--- config.mk ---
export PLATFORM = sky130hd
export DESIGN_NAME = srrc_top
export DESIGN_NICKNAME = d
export VERILOG_FILES = /design/src/design/srrc_pkg.sv /design/src/design/srrc_debounce.sv /design/src/design/srrc_ref_mux.sv /design/src/design/srrc_top.sv
export SDC_FILE = /design/constraint.sdc
export NUM_CORES = 1
export LEC_CHECK = 0
export BUFFER_PORTS_ARGS = -buffer_cell sky130_fd_sc_hd__buf_4
export CELL_PAD_IN_SITES_DETAIL_PLACEMENT = 0
export CELL_PAD_IN_SITES_GLOBAL_PLACEMENT = 1
export CORE_MARGIN = 8
export CORE_UTILIZATION = 25
export CTS_CLUSTER_DIAMETER = 50
export CTS_CLUSTER_SIZE = 14
export DETAILED_ROUTE_END_ITERATION = 8
export GPL_TIMING_DRIVEN = 1
export PLACE_DENSITY_LB_ADDON = 0.1
export SYNTH_ARGS = -nofsm -noshare
export SYNTH_HDL_FRONTEND = slang
export SYNTH_SLANG_ARGS = --single-unit
--- constraint.sdc ---
create_clock -name sys_clk -period 6.4 [get_ports sys_clk]
set_input_delay 0.96 -clock sys_clk [delete_from_list [all_inputs] [get_ports sys_clk]]
set_output_delay 0.96 -clock sys_clk [all_outputs]
set_load 0.005 [all_outputs]
--- src/design/srrc_pkg.sv ---
// package: constants and carrier types for speed reference / run command select
package srrc_pkg;
  localparam int SRRC_REF_W          = 16;
  localparam int SRRC_SYS_CLK_MHZ    = 100;
  localparam int SRRC_DEB_TIME_US    = 1000;
  localparam int SRRC_DEB_CYC        = SRRC_DEB_TIME_US * SRRC_SYS_CLK_MHZ;
  localparam int SRRC_HOLD_TIME_MS   = 50;
  localparam int SRRC_HOLD_CYC       =
    SRRC_HOLD_TIME_MS * 1000 * SRRC_SYS_CLK_MHZ;
  localparam int SRRC_STOP_TMR_MS    = 500;
  localparam int SRRC_STOP_TMR_CYC   =
    SRRC_STOP_TMR_MS * 1000 * SRRC_SYS_CLK_MHZ;
  localparam int SRRC_N_MFI          = 10;

  localparam logic [1:0] SRRC_REFSRC_KEYPAD = 2'h0;
  localparam logic [1:0] SRRC_REFSRC_ANALOG = 2'h1;
  localparam logic [1:0] SRRC_RUNSRC_KEYPAD = 2'h0;
  localparam logic [1:0] SRRC_RUNSRC_TERM   = 2'h1;
  localparam logic [1:0] SRRC_RUNSRC_SERIAL = 2'h2;
  localparam logic [1:0] SRRC_RUNSRC_OPTION = 2'h3;
  localparam logic [1:0] SRRC_RUNSRC_RST    = 2'h1;
  localparam logic [1:0] SRRC_STOP_DECEL    = 2'h0;
  localparam logic [1:0] SRRC_STOP_COAST    = 2'h1;
  localparam logic [1:0] SRRC_STOP_DCINJ    = 2'h2;
  localparam logic [1:0] SRRC_STOP_COAST_TMR= 2'h3;
  localparam logic [1:0] SRRC_STOP_RST      = 2'h0;
  localparam logic [4:0] SRRC_AFN_AUX1      = 5'h02;
  localparam logic [4:0] SRRC_AFN_AUX2      = 5'h03;
  localparam logic [4:0] SRRC_AFN_UNUSED    = 5'h1F;
  localparam logic [4:0] SRRC_MFI_3WIRE     = 5'h00;
  localparam int SRRC_INIT_3WIRE_MFI        = 3;

  // contact inputs gathered together
  typedef struct packed {
    logic fwd_run;
    logic rev_run;
    logic step_one;
    logic step_two;
    logic step_three;
    logic jog;
  } srrc_contacts_t;

  // run request from any one source
  typedef struct packed {
    logic run;
    logic rev;
    logic jog;
  } srrc_run_req_t;
endpackage

--- src/design/srrc_debounce.sv ---
// synchroniser and debounce filter for one contact input
`timescale 1ns/1ps
`default_nettype none
module srrc_debounce
  import srrc_pkg::*;
#(
  parameter int DEB_CYC = SRRC_DEB_CYC
) (
  input  wire logic sys_clk,
  input  wire logic rst_b,
  input  wire logic raw_in,
  output logic      clean_q
);
  localparam int CW = $clog2(DEB_CYC + 1);
  logic          meta_q;
  logic          sync_q;
  logic [CW-1:0] cnt_q;
  wire           differs = sync_q != clean_q;
  wire           settled = cnt_q == CW'(DEB_CYC - 1);

  always_ff @(posedge sys_clk or negedge rst_b) begin
    if (!rst_b) begin
      meta_q  <= 1'b0;
      sync_q  <= 1'b0;
      cnt_q   <= '0;
      clean_q <= 1'b0;
    end else begin
      meta_q  <= raw_in;
      sync_q  <= meta_q;
      // any bounce restarts the count
      cnt_q   <= (differs && !settled) ? cnt_q + 1'b1 : '0;
      if (differs && settled) clean_q <= sync_q;
    end
  end
endmodule
`default_nettype wire

--- src/design/srrc_ref_mux.sv ---
// speed reference step selection
`timescale 1ns/1ps
`default_nettype none
module srrc_ref_mux
  import srrc_pkg::*;
#(
  parameter int W = SRRC_REF_W
) (
  input  wire logic            sys_clk,
  input  wire logic            rst_b,
  input  wire logic [2:0]      step_idx,
  input  wire logic            jog_sel,
  input  wire logic [1:0]      speed_ref_source_sel,
  input  wire logic [4:0]      analog_two_function,
  input  wire logic [4:0]      analog_three_function,
  input  wire logic [8*W-1:0]  preset_speeds,
  input  wire logic [W-1:0]    jog_preset_speed,
  input  wire logic [W-1:0]    analog_input_one,
  input  wire logic [W-1:0]    analog_input_two,
  input  wire logic [W-1:0]    analog_input_three,
  output logic [W-1:0]         speed_ref_q
);
  wire [W-1:0] preset_sel = preset_speeds[step_idx*W +: W];
  wire use_a1 = speed_ref_source_sel == SRRC_REFSRC_ANALOG;
  wire use_a2 = analog_two_function == SRRC_AFN_AUX1;
  wire use_a3 = analog_three_function == SRRC_AFN_AUX2;
  wire [W-1:0] step_ref =
    (step_idx == 3'h0 && use_a1) ? analog_input_one :
    (step_idx == 3'h1 && use_a2) ? analog_input_two :
    (step_idx == 3'h2 && use_a3) ? analog_input_three : preset_sel;
  wire [W-1:0] ref_d = jog_sel ? jog_preset_speed : step_ref;

  always_ff @(posedge sys_clk or negedge rst_b) begin
    if (!rst_b) speed_ref_q <= '0;
    else speed_ref_q <= ref_d;
  end

  property p_jog_wins;
    @(posedge sys_clk) disable iff (!rst_b)
    jog_sel |=> speed_ref_q == $past(jog_preset_speed);
  endproperty
  a_jog_wins: assert property (p_jog_wins)
    else $error("jog preset not selected");

  property p_step_eight;
    @(posedge sys_clk) disable iff (!rst_b)
    (!jog_sel && step_idx == 3'h7)
      |=> speed_ref_q == $past(preset_speeds[8*W-1 -: W]);
  endproperty
  a_step_eight: assert property (p_step_eight)
    else $error("step eight preset wrong");

  property p_step_one_a;
    @(posedge sys_clk) disable iff (!rst_b)
    (!jog_sel && step_idx == 3'h0 && use_a1)
      |=> speed_ref_q == $past(analog_input_one);
  endproperty
  a_step_one_a: assert property (p_step_one_a)
    else $error("step one analog wrong");

  property p_step_three;
    @(posedge sys_clk) disable iff (!rst_b)
    (!jog_sel && step_idx == 3'h2 && analog_three_function == SRRC_AFN_UNUSED)
      |=> speed_ref_q == $past(preset_speeds[3*W-1 -: W]);
  endproperty
  a_step_three: assert property (p_step_three)
    else $error("step three preset wrong");

  c_jog: cover property (@(posedge sys_clk) disable iff (!rst_b) jog_sel);
  c_a2:  cover property (@(posedge sys_clk) disable iff (!rst_b)
    step_idx == 3'h1 && use_a2);
endmodule
`default_nettype wire

--- src/design/srrc_top.sv ---
// speed reference and run command selection top
`timescale 1ns/1ps
`default_nettype none
module srrc_top
  import srrc_pkg::*;
#(
  parameter int W         = SRRC_REF_W,
  parameter int N_MFI     = SRRC_N_MFI,
  parameter int DEB_CYC   = SRRC_DEB_CYC,
  parameter int HOLD_CYC  = SRRC_HOLD_CYC,
  parameter int STOP_CYC  = SRRC_STOP_TMR_CYC
) (
  input  wire logic              sys_clk,
  input  wire logic              rst_b,
  input  wire srrc_contacts_t    contacts_in,
  input  wire logic [N_MFI-1:0]  mfi_raw_in,
  input  wire logic [5*N_MFI-1:0] multifunction_input_functions,
  input  wire logic              init_mode_setting,
  input  wire logic [1:0]        speed_ref_source_sel,
  input  wire logic [1:0]        run_cmd_source_sel,
  input  wire logic [1:0]        stop_method_sel,
  input  wire logic              flux_vector_mode,
  input  wire logic [4:0]        analog_two_function,
  input  wire logic [4:0]        analog_three_function,
  input  wire logic [8*W-1:0]    preset_speeds,
  input  wire logic [W-1:0]      jog_preset_speed,
  input  wire logic [W-1:0]      analog_input_one,
  input  wire logic [W-1:0]      analog_input_two,
  input  wire logic [W-1:0]      analog_input_three,
  input  wire srrc_run_req_t     keypad_req,
  input  wire srrc_run_req_t     serial_req,
  input  wire srrc_run_req_t     option_req,
  output logic [W-1:0]           speed_ref_q,
  output logic                   run_q,
  output logic                   reverse_q,
  output logic                   jog_q,
  output logic [1:0]             stop_method_q,
  output logic                   stopping_q,
  output logic                   three_wire_q
);
  typedef enum logic [2:0] {
    SRRC_ST_IDLE = 3'b001,
    SRRC_ST_RUN  = 3'b010,
    SRRC_ST_STOP = 3'b100
  } srrc_state_t;

  localparam int HW = $clog2(HOLD_CYC + 1);
  localparam int SW = $clog2(STOP_CYC + 1);

  // synchronised contacts
  srrc_contacts_t    ct;
  logic [N_MFI-1:0]  mfi;

  genvar g;
  for (g = 0; g < 6; g++) begin : g_ct
    srrc_debounce #(.DEB_CYC(DEB_CYC)) u_deb (
      .sys_clk (sys_clk),
      .rst_b   (rst_b),
      .raw_in  (contacts_in[g]),
      .clean_q (ct[g])
    );
  end
  for (g = 0; g < N_MFI; g++) begin : g_mfi
    srrc_debounce #(.DEB_CYC(DEB_CYC)) u_deb (
      .sys_clk (sys_clk),
      .rst_b   (rst_b),
      .raw_in  (mfi_raw_in[g]),
      .clean_q (mfi[g])
    );
  end

  // reference path
  srrc_ref_mux #(.W(W)) u_ref (
    .sys_clk               (sys_clk),
    .rst_b                 (rst_b),
    .step_idx              ({ct.step_three, ct.step_two, ct.step_one}),
    .jog_sel               (ct.jog),
    .speed_ref_source_sel  (speed_ref_source_sel),
    .analog_two_function   (analog_two_function),
    .analog_three_function (analog_three_function),
    .preset_speeds         (preset_speeds),
    .jog_preset_speed      (jog_preset_speed),
    .analog_input_one      (analog_input_one),
    .analog_input_two      (analog_input_two),
    .analog_input_three    (analog_input_three),
    .speed_ref_q           (speed_ref_q)
  );

  // three-wire detection: lowest set index wins as direction input
  function automatic logic [N_MFI:0] find_dir(
    input logic [5*N_MFI-1:0] fn,
    input logic [N_MFI-1:0]   lvl
  );
    logic found;
    logic dir;
    found = 1'b0;
    dir   = 1'b0;
    for (int i = N_MFI - 1; i >= 0; i--) begin
      if (fn[i*5 +: 5] == SRRC_MFI_3WIRE) begin
        found = 1'b1;
        dir   = lvl[i];
      end
    end
    return {{(N_MFI - 1){1'b0}}, found, dir};
  endfunction

  wire [N_MFI:0] dir_info   = find_dir(multifunction_input_functions, mfi);
  // init mode forces input 3 (index 0 is input 1)
  wire three_wire = dir_info[1] || init_mode_setting;
  wire dir_in     = init_mode_setting ?
                    mfi[SRRC_INIT_3WIRE_MFI - 1] : dir_info[0];

  // three-wire: fwd input is run pulse, rev input is normally closed stop
  logic [HW-1:0] hold_cnt_q;
  logic          latch_q;
  wire           start_seen = hold_cnt_q == HW'(HOLD_CYC - 1);
  wire           stop_open  = !ct.rev_run;

  always_ff @(posedge sys_clk or negedge rst_b) begin
    if (!rst_b) begin
      hold_cnt_q <= '0;
      latch_q    <= 1'b0;
    end else begin
      hold_cnt_q <= (ct.fwd_run && !start_seen) ? hold_cnt_q + 1'b1 :
                    (ct.fwd_run ? hold_cnt_q : '0);
      if (stop_open || !three_wire) latch_q <= 1'b0;
      else if (start_seen) latch_q <= 1'b1;
    end
  end

  // terminal run request
  srrc_run_req_t term_req;
  wire two_fwd = ct.fwd_run && !ct.rev_run;
  wire two_rev = ct.rev_run && !ct.fwd_run;
  assign term_req.run = three_wire ? latch_q : (two_fwd || two_rev);
  assign term_req.rev = three_wire ? dir_in : two_rev;
  assign term_req.jog = 1'b0;

  // source selection
  srrc_run_req_t sel_req;
  always_comb begin
    unique case (run_cmd_source_sel)
      SRRC_RUNSRC_KEYPAD: sel_req = keypad_req;
      SRRC_RUNSRC_TERM:   sel_req = term_req;
      SRRC_RUNSRC_SERIAL: sel_req = serial_req;
      SRRC_RUNSRC_OPTION: sel_req = option_req;
    endcase
  end

  // flux vector cannot coast or dc brake; fall back to decelerate
  wire bad_fv = flux_vector_mode
                && (stop_method_sel != SRRC_STOP_DECEL);
  wire [1:0] method_d = bad_fv ? SRRC_STOP_DECEL : stop_method_sel;

  srrc_state_t   st_q;
  logic [SW-1:0] stop_cnt_q;
  wire           tmr_done = stop_cnt_q == '0;
  wire           blocked  = (stop_method_q == SRRC_STOP_COAST_TMR)
                            && !tmr_done;

  always_ff @(posedge sys_clk or negedge rst_b) begin
    if (!rst_b) begin
      st_q          <= SRRC_ST_IDLE;
      stop_cnt_q    <= '0;
      run_q         <= 1'b0;
      reverse_q     <= 1'b0;
      jog_q         <= 1'b0;
      stop_method_q <= SRRC_STOP_RST;
      stopping_q    <= 1'b0;
      three_wire_q  <= 1'b0;
    end else begin
      three_wire_q <= three_wire;
      stop_cnt_q   <= tmr_done ? stop_cnt_q : stop_cnt_q - 1'b1;
      unique case (st_q)
        SRRC_ST_IDLE: begin
          if (sel_req.run && !blocked) begin
            st_q      <= SRRC_ST_RUN;
            run_q     <= 1'b1;
            reverse_q <= sel_req.rev;
            jog_q     <= sel_req.jog;
          end
        end
        SRRC_ST_RUN: begin
          reverse_q <= sel_req.rev;
          jog_q     <= sel_req.jog;
          if (!sel_req.run) begin
            st_q          <= SRRC_ST_STOP;
            run_q         <= 1'b0;
            stopping_q    <= 1'b1;
            stop_method_q <= method_d;
            stop_cnt_q    <= SW'(STOP_CYC);
          end
        end
        SRRC_ST_STOP: begin
          // one cycle stop pulse, timer keeps running in idle
          stopping_q <= 1'b0;
          st_q       <= SRRC_ST_IDLE;
        end
      endcase
    end
  end

  property p_fv_no_coast;
    @(posedge sys_clk) disable iff (!rst_b)
    (stopping_q && $past(flux_vector_mode))
      |-> stop_method_q == SRRC_STOP_DECEL;
  endproperty
  a_fv_no_coast: assert property (p_fv_no_coast)
    else $error("flux vector used coast or dc stop");

  property p_method_applied;
    @(posedge sys_clk) disable iff (!rst_b)
    (stopping_q && !$past(flux_vector_mode))
      |-> stop_method_q == $past(stop_method_sel);
  endproperty
  a_method_applied: assert property (p_method_applied)
    else $error("stop method not taken from setting");

  property p_stop_pulse;
    @(posedge sys_clk) disable iff (!rst_b)
    stopping_q |=> !stopping_q && !run_q;
  endproperty
  a_stop_pulse: assert property (p_stop_pulse)
    else $error("stop pulse longer than one cycle");

  property p_timer_block;
    @(posedge sys_clk) disable iff (!rst_b)
    (st_q == SRRC_ST_IDLE && blocked) |=> !run_q;
  endproperty
  a_timer_block: assert property (p_timer_block)
    else $error("run accepted during stop timer");

  property p_two_fwd;
    @(posedge sys_clk) disable iff (!rst_b)
    (st_q == SRRC_ST_IDLE && run_cmd_source_sel == SRRC_RUNSRC_TERM
     && !three_wire && two_fwd && !blocked) |=> run_q && !reverse_q;
  endproperty
  a_two_fwd: assert property (p_two_fwd)
    else $error("two-wire forward not run");

  property p_two_stop;
    @(posedge sys_clk) disable iff (!rst_b)
    (run_q && run_cmd_source_sel == SRRC_RUNSRC_TERM && !three_wire
     && !ct.fwd_run && !ct.rev_run) |=> !run_q ##1 !run_q;
  endproperty
  a_two_stop: assert property (p_two_stop)
    else $error("two-wire stop missed");

  property p_latch_clear;
    @(posedge sys_clk) disable iff (!rst_b)
    (three_wire && stop_open) |=> !latch_q;
  endproperty
  a_latch_clear: assert property (p_latch_clear)
    else $error("latch not cleared on stop");

  property p_latch_set;
    @(posedge sys_clk) disable iff (!rst_b)
    (three_wire && !stop_open && start_seen) |=> latch_q;
  endproperty
  a_latch_set: assert property (p_latch_set)
    else $error("held run not latched");

  property p_keypad;
    @(posedge sys_clk) disable iff (!rst_b)
    (st_q == SRRC_ST_IDLE && run_cmd_source_sel == SRRC_RUNSRC_KEYPAD
     && keypad_req.run && !blocked)
      |=> run_q && jog_q == $past(keypad_req.jog);
  endproperty
  a_keypad: assert property (p_keypad)
    else $error("keypad run ignored");

  property p_serial;
    @(posedge sys_clk) disable iff (!rst_b)
    (st_q == SRRC_ST_IDLE && run_cmd_source_sel == SRRC_RUNSRC_SERIAL
     && serial_req.run && !blocked)
      |=> run_q && reverse_q == $past(serial_req.rev);
  endproperty
  a_serial: assert property (p_serial)
    else $error("serial run ignored");

  property p_three_flag;
    @(posedge sys_clk) disable iff (!rst_b)
    init_mode_setting |=> three_wire_q;
  endproperty
  a_three_flag: assert property (p_three_flag)
    else $error("init mode not three-wire");

  c_run:  cover property (@(posedge sys_clk) disable iff (!rst_b) run_q);
  c_stop: cover property (@(posedge sys_clk) disable iff (!rst_b) stopping_q);
  c_3w:   cover property (@(posedge sys_clk) disable iff (!rst_b) latch_q);
endmodule
`default_nettype wire

==> out/results.tsv <==
stage	metric	value	unit
logic_synthesis	syn_area	19400	µm²
logic_synthesis	yosys_warnings	0	
sta	period_share	54.9	%
logic_synthesis	syn_inst	1943	
critical_path	worst-path-max-fanout	21	
layout	drive_above_1_share	21.4	%
grt	grt_max_degree	122	
layout	fin_nets	2579	
layout	final_area	25100	µm²
cts	clock_latency	0.61	ns
die	io_pins	310	
logic_synthesis	syn_nets	2249	
sta	hold_ws	0.344	ns
cts	cts_buffers	61	
logic_synthesis	synthTopCellsByArea	dfrtp_1 51%, xor2_1 8.0%, nor2_1 7.6%	
critical_path	required	6.89	ns
cts	cts_resized	0	
grt	grt_overflow	0	
logic_synthesis	synth_largest_area_cell	dfrtp_1	
logic_synthesis	syn_area_per_cell	10.0	µm²
sta	max_freq	285	MHz
critical_path	start_kind	flop	
critical_path	worstPathArrival	4.01	ns
cts	root_buffer	clkbuf_16	
logic_synthesis	synthFlopType	dfrtp_1	
power_and_ir_drop	p_leak	11.0	nW
placement	dpl_cell_area	23000	µm²
sta	setup_tns	0	ns
grt	grt_usage	12.4	%
sta	fin_crit	3.51	ns
sta	finalHoldViolCount	0	
critical_path	critPathCaptureType	flop	
die	die_w	295	µm
power_and_ir_drop	totalPowerFinal	6.70	mW
cts	cts_tree	built	
grt	grt_first_pass_wirelength	86.8	mm
sta	drv_slew	0	
hold_path	min-delay-path-class	flop to flop	
critical_path	r2r-start	g_ct[5].u_deb.clean_q	
cts	clock_path_buffers	3	
critical_path	cp-startpoint	g_ct[5].u_deb.clean_q	
placement	port_buffers	309	
logic_synthesis	ys_types	48	
sta	finalClockSkew	0.0157	ns
cts	postCtsSetupBuffers	0	
die	std_cell_rows	102	
route	drcViolationCount	0	
critical_path	crit_type	flop to flop	
logic_synthesis	ys_seq_area_share	51.0	%
logic_synthesis	async_flop_share	100	%
critical_path	critPathCapture	stop_method_q[1]	
placement	place_congestion	0.918	
outcome	status	completed	
sta	slew_headroom	34.2	%
route	viasPerCell	4.36	
layout	fillers	7985	
critical_path	worst-path-stages	8	
route	drt-total-wl	55.1	mm
critical_path	r2r_cells	8	
layout	syn_to_final_growth	29.1	%
layout	multi_input_area	9190	µm²
layout	utilization	32.5	%
route	drt_iter0_drc	738	
die	core	77200	µm²
layout	register_area	9910	µm²
critical_path	cp_top_family	multiplexers	
critical_path	ff2ff_setup_slack	2.89	ns
cts	numClockSinks	396	
die	die_y	295	µm
logic_synthesis	synth_edf_count	0	
critical_path	slowest_stage	inv_1	
logic_synthesis	ys_ff_latch	396	
route	vias	14721	
die	start_util	25.2	%
placement	hpwl	40.6	mm
flow_run	cap_viol_max_count	0	
route	dr.pass1.iters	5	
critical_path	cpPeakStageDelay	0.59	ns
die	dieArea	86900	µm²
sta	final-setup-viol-count	0	
critical_path	rr_endpoint	stop_method_q[1]	
logic_synthesis	synth.top_cell.area_share	50.9	%
power_and_ir_drop	ir_drop	0.000194	V
cts	holdBufCountCts	0	
critical_path	path_cells	inv_1, ha_1, inv_1, mux4_2, mux2_2, or3_1, inv_2, mux2_2	
grt	antenna_found_initial	10	
route	drt-wirelength-per-cell	16.3	µm
cts	htreeDepth	2	
route	ant_nets	0	
cts	clk_pin_slew	0.05	ns
power_and_ir_drop	p_per_area	267	nW/µm²
critical_path	path_buf_inv	3	
sta	rsz0062_at_grt	false	
grt	grt_pass1_vias	15409	
sta	worstMarginPinSlew	0.985	ns
[power by group]
| part | internal [mW] | switching [mW] |
|---|---|---|
| clock | 2.09 | 1.32 |
| combinational | 0.283 | 0.303 |
| sequential | 2.61 | 0.0907 |
[state kept, by name, indices dropped and copies added (netlist names), 2 cells and up]
| register | count |
|---|---|
| g_mfi.u_deb.meta_q | 10 |
| g_ct.u_deb.clean_q | 6 |
| g_mfi.u_deb.sync_q | 10 |
| g_ct.u_deb.meta_q | 6 |
| u_ref.speed_ref_q | 16 |
| g_ct.u_deb.cnt_q | 102 |
| stop_cnt_q | 26 |
| g_mfi.u_deb.cnt_q | 170 |
| g_ct.u_deb.sync_q | 6 |
| hold_cnt_q | 23 |
| g_mfi.u_deb.clean_q | 10 |
| st_q | 3 |
| stop_method_q | 2 |
[cells in the final DEF (no fill, tap or decap), drive strengths merged, types with 8 or more instances in the layout]
| master | instances |
|---|---|
| a21oi | 37 |
| and2 | 16 |
| and3 | 47 |
| and4 | 11 |
| and4b | 10 |
| buf | 318 |
| clkbuf | 75 |
| clkinv | 16 |
| dfrtp | 395 |
| diode | 8 |
| ha | 19 |
| inv | 52 |
| mux2 | 20 |
| mux2i | 36 |
| mux4 | 34 |
| nand2 | 181 |
| nand2b | 12 |
| nand3 | 117 |
| nand4 | 53 |
| nor2 | 394 |
| nor3 | 43 |
| nor4 | 24 |
| nor4b | 8 |
| o21ai | 53 |
| or3 | 14 |
| or4 | 17 |
| xnor2 | 113 |
| xor2 | 178 |
[routing by layer]
layer  part of all wire, %  up-vias  wire length [µm]  GRT usage, %
met3                   4.0       89              2210          2.78
met5                     0        -                 0             0
met2                    47      195             26100          19.5
met4                   2.4        0              1340          4.25
met1                    46     7131             25500          16.6
li1                      -     7306                 -             -
[layout make-up]
class                   instances  area share [%]
diodes                          8          0.0798
inverters                      35           0.523
repair buffers                318            9.64
clock inverters                41            1.79
clock buffers                  75            6.65
multi-input cells            1461            36.6
flip-flops and latches        396            39.5
well taps                    1040            5.18
[cell families (layout without fill, tap and decap cells)]
logic type	after synthesis	in the layout	share of synthesized area, %
AOI/OAI and AO/OA	98	98	2.67
xor gates and xnor gates	291	291	13.1
adders and majority gates	19	19	1.22
buffers and inverters	86	469	1.71
DFF	396	396	51.0
muxes	90	90	6.95
other	0	8	0
and+or+nand+nor	963	963	23.3
[worst min-delay path by stage]
| stage | end | from | cells after the start |
|---|---|---|---|
| 6_report | g_mfi[7].u_deb.sync_q | g_mfi[7].u_deb.meta_q | 0 |
| 5_1_grt | g_mfi[2].u_deb.sync_q | g_mfi[2].u_deb.meta_q | 0 |
| 4_1_cts | g_mfi[7].u_deb.sync_q | g_mfi[7].u_deb.meta_q | 0 |
| 3_5_place_dp | g_ct[2].u_deb.sync_q | g_ct[2].u_deb.meta_q | 0 |
| 3_3_place_gp | g_ct[0].u_deb.sync_q | g_ct[0].u_deb.meta_q | 0 |
| 2_1_floorplan | g_ct[0].u_deb.sync_q | g_ct[0].u_deb.meta_q | 0 |
[stage by stage]
step                std cells  setup slack, ns
floorplan                1943             2.89
global placement         3250             2.28
detailed placement       3250             2.26
CTS                      3366             2.75
global route             3369             2.53
finish                   3374             2.89
[cells in the mapped netlist (6+ instances only)]
library cell	number
or4_1	14
and2_1	16
nand2_1	181
mux4_2	34
nand4_1	53
nor4b_1	7
and4_1	11
and3_1	46
xnor2_1	113
and4b_1	10
or2_2	6
nand2b_1	12
inv_1	34
ha_1	19
nand3_1	117
o21ai_0	52
a21oi_1	36
or3_1	14
buf_1	7
mux2i_1	36
nor3_1	43
clkbuf_1	42
nor4_1	23
xor2_1	178
dfrtp_1	395
mux2_2	18
nor2_1	394
[worst reg2reg max path: cells and delay by family, from the launching register on]
family / cells / cell delay (ns)
and+or+nand+nor: 1 / 0.57
buffers and inverters: 3 / 1.00
adders and majority gates: 1 / 0.25
muxes: 3 / 1.15
DFF: 1 / 0.42
(Power assumes the default switching activity.)
